[config.mk]
export PLATFORM = sky130hd
export DESIGN_NAME = rev_event_regs
export DESIGN_NICKNAME = d
export VERILOG_FILES = /design/src/rev_pkg.sv /design/src/rev_frame_classify.sv /design/src/rev_event_regs.sv
export SDC_FILE = /design/constraint.sdc
export NUM_CORES = 1
export LEC_CHECK = 0
export BUFFER_PORTS_ARGS = -buffer_cell sky130_fd_sc_hd__buf_2
export CAP_MARGIN = 5
export CORE_MARGIN = 3
export CORE_UTILIZATION = 53
export DETAILED_ROUTE_END_ITERATION = 16
export PLACE_DENSITY = 0.76
export SLEW_MARGIN = 30
export SYNTH_ARGS = -nofsm -noshare
export SYNTH_HDL_FRONTEND = slang
export SYNTH_HIERARCHICAL = 1
export SYNTH_SLANG_ARGS = --single-unit
[constraint.sdc]
create_clock -name mclk -period 1.8 [get_ports mclk]
set_clock_uncertainty 0.05 [all_clocks]
set_input_delay 0.36 -clock mclk [delete_from_list [all_inputs] [get_ports mclk]]
set_output_delay 0.36 -clock mclk [all_outputs]
set_load 0.005 [all_outputs]
[src/rev_pkg.sv]
// constants shared by the receive event register bank and its frame classifier
// assumes offsets are compared against a 12-bit register page offset from the host
package rev_pkg;
    // register page offsets
    localparam logic [11:0] REV_EVENT_OFS = 12'h124;
    localparam logic [11:0] REV_STATUS_OFS = 12'h400;
    localparam logic [11:0] REV_LENGTH_OFS = 12'h402;
    localparam logic [11:0] REV_STATION_OFS = 12'h158;
    // identifier in bits 5..0 and reset value of the event register
    localparam logic [5:0] REV_EVENT_ID = 6'h04;
    localparam logic [15:0] REV_EVENT_RESET = 16'h0004;
    // frame length limits in bytes
    localparam int REV_MIN_LEN = 64;
    localparam int REV_MAX_LEN = 1518;
    localparam int REV_LEN_W = 14;
    // field positions of the event register
    localparam int REV_FLAG_LSB = 6;
    localparam int REV_FLAG_W = 10;
    localparam int REV_BIT_HASH_IND = 6;
    localparam int REV_BIT_DRIBBLE = 7;
    localparam int REV_BIT_GOOD = 8;
    localparam int REV_BIT_HASHED = 9;
    localparam int REV_BIT_STATION = 10;
    localparam int REV_BIT_ALLONES = 11;
    localparam int REV_BIT_CRC = 12;
    localparam int REV_BIT_SHORT = 13;
    localparam int REV_BIT_OVER = 14;
    localparam int REV_BIT_WAKE = 15;
    localparam int REV_INDEX_LSB = 10;
    localparam int REV_INDEX_W = 6;
endpackage

[src/rev_frame_classify.sv]
// per-frame classifier: turns one frame result strobe into the event flag word
// assumes frame results and accept/enable bits are stable while frameDone is high
`timescale 1ns/1ps
`default_nettype none
module rev_frame_classify
    import rev_pkg::*;
#(
    parameter int LEN_W = REV_LEN_W
) (
    // clock and reset
    input wire logic mclk,
    input wire logic rst,
    // frame result strobe and its data
    input wire logic frameDone,
    input wire logic [LEN_W-1:0] frameLen,
    input wire logic crcBad,
    input wire logic dribble,
    input wire logic hashHit,
    input wire logic [REV_INDEX_W-1:0] hashIndex,
    input wire logic stationMatch,
    input wire logic allOnesDest,
    // accept and interrupt enable bits
    input wire logic hashIndividualAccept,
    input wire logic stationAddressAccept,
    input wire logic allOnesAccept,
    input wire logic goodFrameIrqEnable,
    input wire logic checksumFaultIrqEnable,
    input wire logic shortFrameIrqEnable,
    input wire logic oversizeIrqEnable,
    // classified result, one cycle after frameDone
    output logic capValid,
    output logic [REV_FLAG_W-1:0] capFlags,
    output logic [LEN_W-1:0] capLen,
    output logic capIrq
);
    localparam logic [LEN_W-1:0] MIN_L = LEN_W'(REV_MIN_LEN);
    localparam logic [LEN_W-1:0] MAX_L = LEN_W'(REV_MAX_LEN);

    typedef struct packed {
        logic valid;
        logic [REV_FLAG_W-1:0] flags;
        logic [LEN_W-1:0] len;
        logic irq;
    } revc_s;

    revc_s q, d;
    logic good, runt, over, hashMode;

    always_comb begin
        runt = frameLen < MIN_L;
        over = frameLen > MAX_L;
        good = !crcBad && !runt && !over;
        // broadcast frames accepted by allOnesAccept keep their separate flags even when hashed
        hashMode = good && hashHit && !(allOnesDest && allOnesAccept);
        d = q;
        d.valid = frameDone;
        d.irq = 1'b0;
        if (frameDone) begin
            d.flags = '0;
            d.flags[REV_BIT_HASH_IND-REV_FLAG_LSB] = good && hashIndividualAccept && hashHit;
            d.flags[REV_BIT_DRIBBLE-REV_FLAG_LSB] = dribble;
            d.flags[REV_BIT_GOOD-REV_FLAG_LSB] = good;
            d.flags[REV_BIT_HASHED-REV_FLAG_LSB] = hashHit;
            if (hashMode) begin
                d.flags[REV_INDEX_LSB-REV_FLAG_LSB +: REV_INDEX_W] = hashIndex;
            end else begin
                d.flags[REV_BIT_STATION-REV_FLAG_LSB] = stationMatch && good && stationAddressAccept;
                d.flags[REV_BIT_ALLONES-REV_FLAG_LSB] = allOnesDest && good && allOnesAccept;
                d.flags[REV_BIT_CRC-REV_FLAG_LSB] = crcBad;
                d.flags[REV_BIT_SHORT-REV_FLAG_LSB] = runt;
                d.flags[REV_BIT_OVER-REV_FLAG_LSB] = over;
            end
            // bytes past the limit are dropped, so the kept length saturates
            d.len = over ? MAX_L : frameLen;
            d.irq = (good && goodFrameIrqEnable) || (crcBad && checksumFaultIrqEnable) ||
                    (runt && shortFrameIrqEnable) || (over && oversizeIrqEnable);
        end
    end

    always_ff @(posedge mclk) begin
        if (rst) begin
            q <= '0;
        end else begin
            q <= d;
        end
    end

    assign capValid = q.valid;
    assign capFlags = q.flags;
    assign capLen = q.len;
    assign capIrq = q.irq;
endmodule
`default_nettype wire

[src/rev_event_regs.sv]
// receive event register bank: read-to-clear event flags, a non-clearing copy,
// the good-frame length, interrupt request and the interrupt status queue feed
// assumes one host read strobe per access; read data appears one cycle later
//
// What this block does
// - bits 5..0 of the event register always read 000100
// - a host read of the event register returns it, then clears all events
// - status copy at 0400h mirrors the event register but reads never clear it
// - bit 6 set only with good frame, hash accept and hash hit
// - bit 7 flags one to seven trailing bits; with CRC error means alignment
// - bit 8 marks a good frame; its length is readable at 0402h
// - good frame with its interrupt enable raises an interrupt
// - bit 9 set when the hash filter accepted the destination address
// - with hash hit and good frame, unless all-ones address with all-ones accept, bits F..A carry the hash index
// - otherwise bits F..A are separate event flags
// - bit A set only for station address match, good frame, station accept
// - bit B set only for all-ones address, good frame, all-ones accept
// - bit C flags bad CRC; interrupt when its enable is set
// - bit D flags frames under 64 bytes; interrupt when enabled
// - bit E flags frames over 1518 bytes, excess dropped; interrupt when enabled
// - bit F set once per wake frame, cleared by read or overwritten by the next captured frame
// - after reset the event register reads 0004h
// - enabled events are mapped to the status queue and raise the interrupt
`timescale 1ns/1ps
`default_nettype none
module rev_event_regs
    import rev_pkg::*;
#(
    parameter int LEN_W = REV_LEN_W
) (
    // clock and reset
    input wire logic mclk,
    input wire logic rst,
    // host register read port
    input wire logic hostRdStb,
    input wire logic [11:0] hostAddr,
    output logic [15:0] hostRdData,
    output logic hostRdValid,
    // frame result strobe from the receive path
    input wire logic frameDone,
    input wire logic [LEN_W-1:0] frameLen,
    input wire logic crcBad,
    input wire logic dribble,
    input wire logic hashHit,
    input wire logic [REV_INDEX_W-1:0] hashIndex,
    input wire logic stationMatch,
    input wire logic allOnesDest,
    input wire logic wakeFrameSeen,
    // receiver_accept_control bits
    input wire logic hashIndividualAccept,
    input wire logic stationAddressAccept,
    input wire logic allOnesAccept,
    // receiver_configuration bits
    input wire logic goodFrameIrqEnable,
    input wire logic checksumFaultIrqEnable,
    input wire logic shortFrameIrqEnable,
    input wire logic oversizeIrqEnable,
    input wire logic receiveDmaExclusive,
    // interrupt request and status queue feed
    output logic irq,
    output logic isqValid,
    output logic [15:0] isqData
);
    if (LEN_W < 11 || LEN_W > 16) begin : gLenCheck
        $error("LEN_W must hold 1518 and fit the 16-bit length register");
    end

    typedef struct packed {
        logic [REV_FLAG_W-1:0] evt;
        logic [REV_FLAG_W-1:0] stat;
        logic [LEN_W-1:0] len;
        logic [15:0] rdData;
        logic rdValid;
        logic irq;
        logic isqValid;
        logic [15:0] isqData;
    } reve_s;

    localparam int WAKE_I = REV_BIT_WAKE - REV_FLAG_LSB;
    localparam int GOOD_I = REV_BIT_GOOD - REV_FLAG_LSB;
    localparam int CRC_I = REV_BIT_CRC - REV_FLAG_LSB;
    localparam int SHORT_I = REV_BIT_SHORT - REV_FLAG_LSB;
    localparam int OVER_I = REV_BIT_OVER - REV_FLAG_LSB;

    reve_s q, d;
    logic capValid, capIrq;
    logic [REV_FLAG_W-1:0] capFlags;
    logic [LEN_W-1:0] capLen;
    logic rdEvt;

    rev_frame_classify #(
        .LEN_W(LEN_W)
    ) uClassify (
        .mclk(mclk),
        .rst(rst),
        .frameDone(frameDone),
        .frameLen(frameLen),
        .crcBad(crcBad),
        .dribble(dribble),
        .hashHit(hashHit),
        .hashIndex(hashIndex),
        .stationMatch(stationMatch),
        .allOnesDest(allOnesDest),
        .hashIndividualAccept(hashIndividualAccept),
        .stationAddressAccept(stationAddressAccept),
        .allOnesAccept(allOnesAccept),
        .goodFrameIrqEnable(goodFrameIrqEnable),
        .checksumFaultIrqEnable(checksumFaultIrqEnable),
        .shortFrameIrqEnable(shortFrameIrqEnable),
        .oversizeIrqEnable(oversizeIrqEnable),
        .capValid(capValid),
        .capFlags(capFlags),
        .capLen(capLen),
        .capIrq(capIrq)
    );

    always_comb begin
        rdEvt = hostRdStb && (hostAddr == REV_EVENT_OFS);
        d = q;
        d.rdValid = hostRdStb;
        d.rdData = '0;
        d.isqValid = 1'b0;
        // read data; contents are meaningless while receiveDmaExclusive is set,
        // but the register still behaves the same so nothing is left undriven
        if (hostRdStb) begin
            if (hostAddr == REV_EVENT_OFS) begin
                d.rdData = {q.evt, REV_EVENT_ID};
            end else if (hostAddr == REV_STATUS_OFS) begin
                d.rdData = {q.stat, REV_EVENT_ID};
            end else if (hostAddr == REV_LENGTH_OFS) begin
                d.rdData = 16'(q.len);
            end else begin
                d.rdData = '0;
            end
        end
        // a captured frame wins over the clearing read in the same cycle
        if (capValid) begin
            d.evt = capFlags;
        end else if (rdEvt) begin
            d.evt = '0;
        end
        if (capValid) begin
            d.stat = capFlags;
        end
        // wake is its own event source and only sets, never self-clears
        if (wakeFrameSeen) begin
            d.evt[WAKE_I] = 1'b1;
            d.stat[WAKE_I] = 1'b1;
        end
        if (capValid && capFlags[GOOD_I]) begin
            d.len = capLen;
        end
        // the request holds until software reads the event register
        if (capIrq) begin
            d.irq = 1'b1;
            d.isqValid = 1'b1;
            d.isqData = {d.evt, REV_EVENT_ID};
        end else if (rdEvt) begin
            d.irq = 1'b0;
        end
    end

    always_ff @(posedge mclk) begin
        if (rst) begin
            q <= '0;
        end else begin
            q <= d;
        end
    end

    assign hostRdData = q.rdData;
    assign hostRdValid = q.rdValid;
    assign irq = q.irq;
    assign isqValid = q.isqValid;
    assign isqData = q.isqData;
endmodule
`default_nettype wire

# == Word-level counts from Yosys, hierarchy flattened ==
# Cells that the tools add are included.
# op_classes
eq_ne,3
order_cmp,2
muxes,14
bitwise,3
reduce_logical,29
# op_table
cell,count
16-bit two-way mux,2
10-bit two-way mux,3
14-bit two-way mux,2
12-bit by 11-bit equality test with 1-bit output (second input constant),2
1-bit logical AND,17
17-bit two-way mux,1
14-bit by 11-bit > comparator with 1-bit output (second input constant),1
14-bit by 7-bit < comparator with 1-bit output (second input constant),1
12-bit by 9-bit equality test with 1-bit output (second input constant),1
1-bit two-way mux,5
5-bit two-way mux,1
5-bit OR reduction,1
1-bit zero test,4
2-bit nonzero test,2
2-bit OR reduction,2
1-bit logical OR,3
1-bit NOT,3
# totals
regBits,90
output_inout_bits,35
wordCells,65

# == Longest topological paths before layout ==
# Gate-level depths: netlist (run 1).
# logic_depth
depth_word,8
mapped_depth,5

# == Hierarchy ==
# Netlist (run 1), hierarchy kept.
# by_module_without_submodules
module,cells_each,area_each_um2,instances
rev_event_regs,260,2531.2,1
rev_frame_classify,116,1038.5,1

# == Least setup slack after synthesis (run 1) ==
# Ideal clock, no wire load.
# synth_path
path_type,input port to flip-flop
from,input port frameLen[9]
to,"register uClassify.q, in the netlist uClassify/capFlags[7]"
slack_ps,209
stages,4
n_path_buf,0
setup_time_ps,91
arrival_time_ps,1450
path_cell_list,a2111o_1 a41oi_4 nand4_1 a311oi_1
# synth_between
elab_chain_len,7
elab_cells_between_ends,9
cone_classes,order compare: 2; mux: 1; reduce/logical: 6
# synth_rtl
item,line_no,text
from (decl),rev_event_regs.sv:41,"input wire logic [LEN_W-1:0] frameLen,"
14-bit by 7-bit < comparator with 1-bit output,rev_frame_classify.sv:50,runt = frameLen < MIN_L;
1-bit zero test,rev_frame_classify.sv:52,good = !crcBad && !runt && !over;
1-bit logical AND (2 in a row),rev_frame_classify.sv:52,
1-bit logical AND (2 in a row),rev_frame_classify.sv:54,hashMode = good && hashHit && !(allOnesDest && allOnesAccept);
5-bit two-way mux *,rev_frame_classify.sv:64,if (hashMode) begin
to (signal assigned),rev_frame_classify.sv:82,q <= '0;
to (signal assigned),rev_frame_classify.sv:84,q <= d;
to (decl),rev_frame_classify.sv:46,"revc_s q, d;"
# Every way passes the cells marked *; elsewhere a longest branch is shown, timed or not.
# A chain may end at the register's enable or synchronous reset.

# == Worst setup path after layout (run 1) ==
# layout_path
from,input port frameLen[9]
to,"register uClassify.q, in the netlist uClassify/capFlags[6]"
# layout_between
elab_chain_len,7
elab_cells_between_ends,9
cone_classes,order compare: 2; mux: 1; reduce/logical: 6
# layout_rtl
item,line_no
14-bit by 7-bit < comparator with 1-bit output,rev_frame_classify.sv:50
1-bit zero test,rev_frame_classify.sv:52
1-bit logical AND,rev_frame_classify.sv:52
1-bit logical AND *,rev_frame_classify.sv:52
1-bit logical AND * (2 in a row),rev_frame_classify.sv:54
5-bit two-way mux *,rev_frame_classify.sv:64
# Marks and branches as above.

==> summary.txt, run 1 <==
Die
  – Die W: 88.1 um
  – Core area: 6420 um^2
  – I/O pin cnt: 85
  – Die ar.: 7760 um^2
  – Initial Util: ~56%
  – DIE HEIGHT: just under 90 um
  – Row cnt: 29

Job
  – Max-cap violations: 0

Synth
  – Area contributors post-synth: dfxtp_1 50%, mux2i_1 7.3%, buf_4 7.2%, nand2_1 5.2%, nor2_1 5.0%
  – Post-synth EDFFs: 0
  – Syn Area/Cell: roughly 9.5 um^2
  – Synth top area share: 50.5%
  – Ys flop type: dfxtp_1
  – Syn Std Cell Area: 3570 um^2
  – Commonest cells in the synthesized netlist: 90 x dfxtp_1, 49 x nand2_1, 48 x nor2_1
  – Post-synthesis sequential area ratio: 50.5%
  – Post-Synthesis Cells: 376
  – Largest area contributor in the netlist: dfxtp_1
  – FF+latch count, synth: 90
  – Most common cell in the synthesized netlist: dfxtp_1
  – Post-synth cell types: 41
  – Ys async rst share: 0%
  – Yosys warnings: 6

Placement
  – GP Congestion: around 0.76
  – Setup WS pre-CTS: 0.00893 ns
  – IO buf count: 78
  – DP Wirelength: 5.37 mm
  – # placed instances: 502
  – Placed instance area: 3870 um^2

Final layout
  – NumNets Final: 486
  – Antenna cells: 0
  – Final Util: 63.2%
  – Share of layout cells above drive strength 1: 26.4%
  – Fin area: approximately 4100 um^2
  – Fin cells: 517
  – Synth-to-layout area growth: 13.7%

STA
  – Final WS setup: 0.377 ns
  – Fin. Hold Viols: 0
  – Peak Freq: 703 MHz
  – RSZ-0062 raised after global routing: no
  – Slew Viols, Final: 0
  – Fin crit period: 1.42 ns
  – Final Setup Violations: 0
  – Total negative slack: 0 ns
  – Post-route clock period utilization: between 70% and 80%

Power and ir drop
  – Leakage Power: 1.72 nW
  – VDD IR max: just under 0.4 mV
  – Pwr/cell area: 895 nW/um^2

Clock network
  – Num CTS Buffers: 9
  – Hold Buf Count CTS: 0
  – Setup Buffers After CTS: 0
  – CTS tree: built
  – Post-cts resize count: 0
  – H-tree levels: 3
  – Later-pin clock latency in the skew report: 0.35 ns
  – CTS clk-pin slew, worst paths: 0.08 ns
  – Root Buffer: clkbuf_8
  – CTS Sinks: 90
  – Clock Path Buffers: 2

Global route
  – Vias in the first global route: 2,550
  – Met1 GRT Util: 25.4%
  – GRT overflow: 0
  – Total track usage: 18.9%
  – Initial antenna violation count: 0
  – Met3 GRT Util: 3.29%
  – Largest net degree at the start of global routing: 22
  – GRT Max-Usage Layer: met2
  – First-pass GRT wire length: 11.5 mm
  – M2 GR Usage: 30.1%

Setup path
  – Worst-path fanout max: 6
  – FF-to-FF setup slack: 0.46 ns
  – FF-to-FF Start: uClassify/capValid
  – CP arrival: 1.64 ns
  – R2R depth: 4
  – Crit path from: frameLen[9]
  – Type of the worst setup path: input port to flip-flop
  – WP data required: roughly 2 ns
  – CP Capture Type: flip-flop
  – CP Launch Type: input port

Route
  – Per-cell routed wire length: 13.6 um
  – Routed Antenna Nets: 0
  – First-pass iteration count of the detailed router: 4
  – DRT iter0 DRCs: roughly 140
  – Vias: 2,665
  – Drt drc: 0
  – Final wirelength: between 7 and 8 mm
  – Drt via density: 5.15

Hold path
  – Worst min path class: input port to flip-flop
  – Min-delay src: hostRdStb
  – Hold path depth: 2

Run status
  – Outcome: complete, no violations
## path summary, 6_finish.rpt
check	end
min	hostRdValid
max reg2reg	isqData[15]
max	uClassify/capFlags[6]
min reg2reg	isqData[11]
## stage by stage
step	power (mW)	hold slack [ns]
2_1_floorplan	2.26	0.375
3_3_place_gp	2.37	0.383
3_5_place_dp	2.37	0.389
4_1_cts	3.65	0.189
5_1_grt	3.77	0.209
6_report	3.63	0.195
## sequential cells by signal, indices dropped and copies added (netlist names)
name                flops
q                      34
hostRdData             16
uClassify/capLen       14
isqData                11
uClassify/capFlags     10
hostRdValid             1
irq                     1
isqValid                1
uClassify/capIrq        1
uClassify/capValid      1
## power by group
group	switching, mW	leakage (nW)	internal, mW
combinational	0.147	0.891	0.120
sequential	0.0280	0.731	2.03
clock	0.634	0.0962	0.669
## kinds of logic (layout without fill, tap and decap cells)
kind of cell	Yosys count	after routing	synth area share [%]
AND/OR/NAND/NOR	132	132	17.9
flip-flops	90	90	50.5
other	1	5	0.105
buffers and inverters	52	112	9.22
AO/OA/AOI/OAI	75	75	15.0
multiplexers	26	26	7.29
## layout by cell type (no fill, tap or decap), types with 3 or more instances in the layout
master      n
dfxtp_1    90
buf_2      78
nand2_1    49
nor2_1     48
a21oi_1    26
mux2i_1    26
buf_4      16
o21ai_0    13
a211oi_1   10
clkbuf_8   10
and2_1      9
o2bb2ai_1   8
nand3_1     6
conb_1      5
nand2b_1    4
inv_1       3
nor2b_1     3
## critical path: stages
cell	delay (ns)
buf_2	0.11
a2111o_1	0.47
a41oi_4	0.28
a41oi_1	0.17
a211oi_1	0.23
## metal layers
| layer | share of wire [%] | vias up |
|---|---|---|
| met4 | 1.2 | 0 |
| li1 | - | 1378 |
| met5 | 0 | - |
| met3 | 6.7 | 10 |
| met1 | 47 | 1195 |
| met2 | 45 | 82 |
## area by class of cell
type | count | area, um^2
inverters | 3 | 11.3
well taps | 77 | 96.3
fillers | 563 | 2360
repair buffers | 94 | 510
multi-input cells | 238 | 1450
clock inverters | 3 | 40.0
flip-flops and latches | 90 | 1800
clock buffers | 12 | 145
Power figures use the tool's default switching activity.
==> inputs of run 2 (changes only) <==
==> constraint.sdc (replaced) <==
create_clock -name mclk -period 1.4 [get_ports mclk]
set_clock_uncertainty 0.05 [all_clocks]
set_input_delay 0.28 -clock mclk [delete_from_list [all_inputs] [get_ports mclk]]
set_output_delay 0.28 -clock mclk [all_outputs]
set_load 0.005 [all_outputs]
==> summary.txt, run 2 (synthesized netlist as in run 1, its figures left out) <==
Final layout
  – Register area: 1800 um^2
  – Most frequent cells in the layout: 90 x dfxtp_1, 77 x buf_2, 49 x nand2_1, 47 x nor2_1, 37 x buf_4
  – Fillers: 538
  – Area of the multi-input gates: 1470 um^2
  – Share of layout cells above drive strength 1: a little under a third
  – Antenna cells: 0
  – Synth-to-layout area growth: 19.6%
  – Top reg by flops: q
  – Fin cells: 539
  – Final Util: 66.5%
  – NumNets Final: 507
  – Max reg flops: 34
  – Most common cell after layout, fill and taps aside: dfxtp_1

Clock network
  – Hold Buf Count CTS: 0
  – Clock Path Buffers: 2
  – Root Buffer: clkbuf_8
  – Post-cts resize count: 0
  – Num CTS Buffers: 9
  – Setup Buffers After CTS: 0
  – Later-pin clock latency in the skew report: 0.35 ns
  – CTS Sinks: 90
  – CTS clk-pin slew, worst paths: about 0.080 ns
  – CTS tree: built
  – H-tree levels: 3

Route
  – Routed Antenna Nets: 0
  – Final wirelength: 7.17 mm
  – Routed length on met3: around 390 um
  – Met2 WL: roughly 3.3 mm
  – Drt drc: 0
  – DRT iter0 DRCs: 103
  – Per-cell routed wire length: 13.3 um
  – Drt via density: about 5.1
  – First-pass iteration count of the detailed router: 4
  – Uppermost layer routed: met4
  – Vias: 2,733
  – Wl on met1: 3.36 mm

Hold path
  – Min-delay src: hostRdStb
  – Hold path depth: 2
  – Hold endpoint: hostRdValid
  – Worst min path class: input port to flip-flop

Setup path
  – Peak per-stage delay on the critical path: 0.45 ns
  – Type of the worst setup path: input port to flip-flop
  – Critical path, cell by cell: buf_6 -> a2111o_1 -> a41oi_4 -> nand4_1 -> a311oi_2
  – FF-to-FF Start: uClassify/capValid
  – CP Launch Type: input port
  – Buffers and inverters on the worst path: 1
  – CP arrival: 1.57 ns
  – Top cell family by delay on the critical path: compound AO/OA/AOI/OAI gates
  – WP data required: between 1.5 and 2 ns
  – R2R depth: 3
  – CP max stage cell: a2111o_1
  – Reg2reg end: isqData[10]
  – CP Capture Type: flip-flop
  – Worst-path fanout max: 8
  – FF-to-FF setup slack: 0.14 ns

Die
  – Die W: about 88 um
  – Initial Util: 55.6%
  – Die ar.: 7760 um^2
  – Row cnt: 29
  – Core area: 6420 um^2
  – DIE HEIGHT: 88.1 um
  – I/O pin cnt: 85

Global route
  – GRT overflow: 0
  – Largest net degree at the start of global routing: 26
  – Initial antenna violation count: 0
  – First-pass GRT wire length: 11.5 mm
  – Vias in the first global route: 2,497
  – Total track usage: 19.3%

STA
  – Final WS setup: roughly 0.053 ns
  – Post-route clock period utilization: between 90% and 100%
  – Fin. Hold Viols: 0
  – Final Setup Violations: 0
  – Slew Viols, Final: 0
  – Peak Freq: 742 MHz
  – RSZ-0062 raised after global routing: no
  – Fin crit period: 1.35 ns

Placement
  – GP Congestion: 0.805
  – Setup WS pre-CTS: -0.337 ns
  – IO buf count: 78
  – # placed instances: 523
  – DP Wirelength: 5.36 mm

Power and ir drop
  – VDD IR max: 0.621 mV
  – Pwr/cell area: 1140 nW/um^2
  – Leakage Power: 1.83 nW

Job
  – Max-cap violations: 0

Run status
  – Outcome: complete, no violations
[run 2: area by class of cell]
class	count	share of cell area, %
clock buffers	13	3.96
clock inverters	3	1.08
inverters	3	0.264
multi-input cells	238	34.4
flip-flops and latches	90	42.2
well taps	77	2.26
repair buffers	115	15.8
[run 2: metrics by stage]
step                power (mW)  area [um^2]  hold WS [ns]  TNS [ns]
global route              5.05         4270         0.135         0
finish                    4.86         4270         0.110         0
global placement          3.08         4040         0.383     -8.40
CTS                       4.90         4250        0.0985         0
detailed placement        3.09         4040         0.388    -10.16
floorplan                 2.91         3590         0.358    -0.341
[run 2: metal layers]
metal,GRT usage (%),vias to the layer above
met1,26.1,1232
li1,-,1413
met4,8.65,0
met3,4.52,11
met2,29.5,77
met5,0,-
[run 2: power breakdown]
part,leakage (nW),internal [mW],total (mW),switching [mW]
Sequential,0.731,2.61,2.65,0.0391
Combinational,0.997,0.186,0.385,0.200
Clock,0.106,0.975,1.83,0.852
Total,1.83,3.77,4.86,1.09
[run 2: worst max-delay path by stage]
stage                            start               endpoint  slack (ns)  cells after the start
CTS                   uClassify/capIrq            isqData[12]        0.03                      3
finish                     frameLen[9]  uClassify/capFlags[7]        0.05                      5
global route        uClassify/capValid             isqData[8]        0.02                      4
global placement          frameLen[10]  uClassify/capFlags[7]       -0.25                      5
detailed placement        frameLen[10]  uClassify/capFlags[7]       -0.34                      5
floorplan                 frameLen[10]  uClassify/capFlags[7]       -0.11                      4
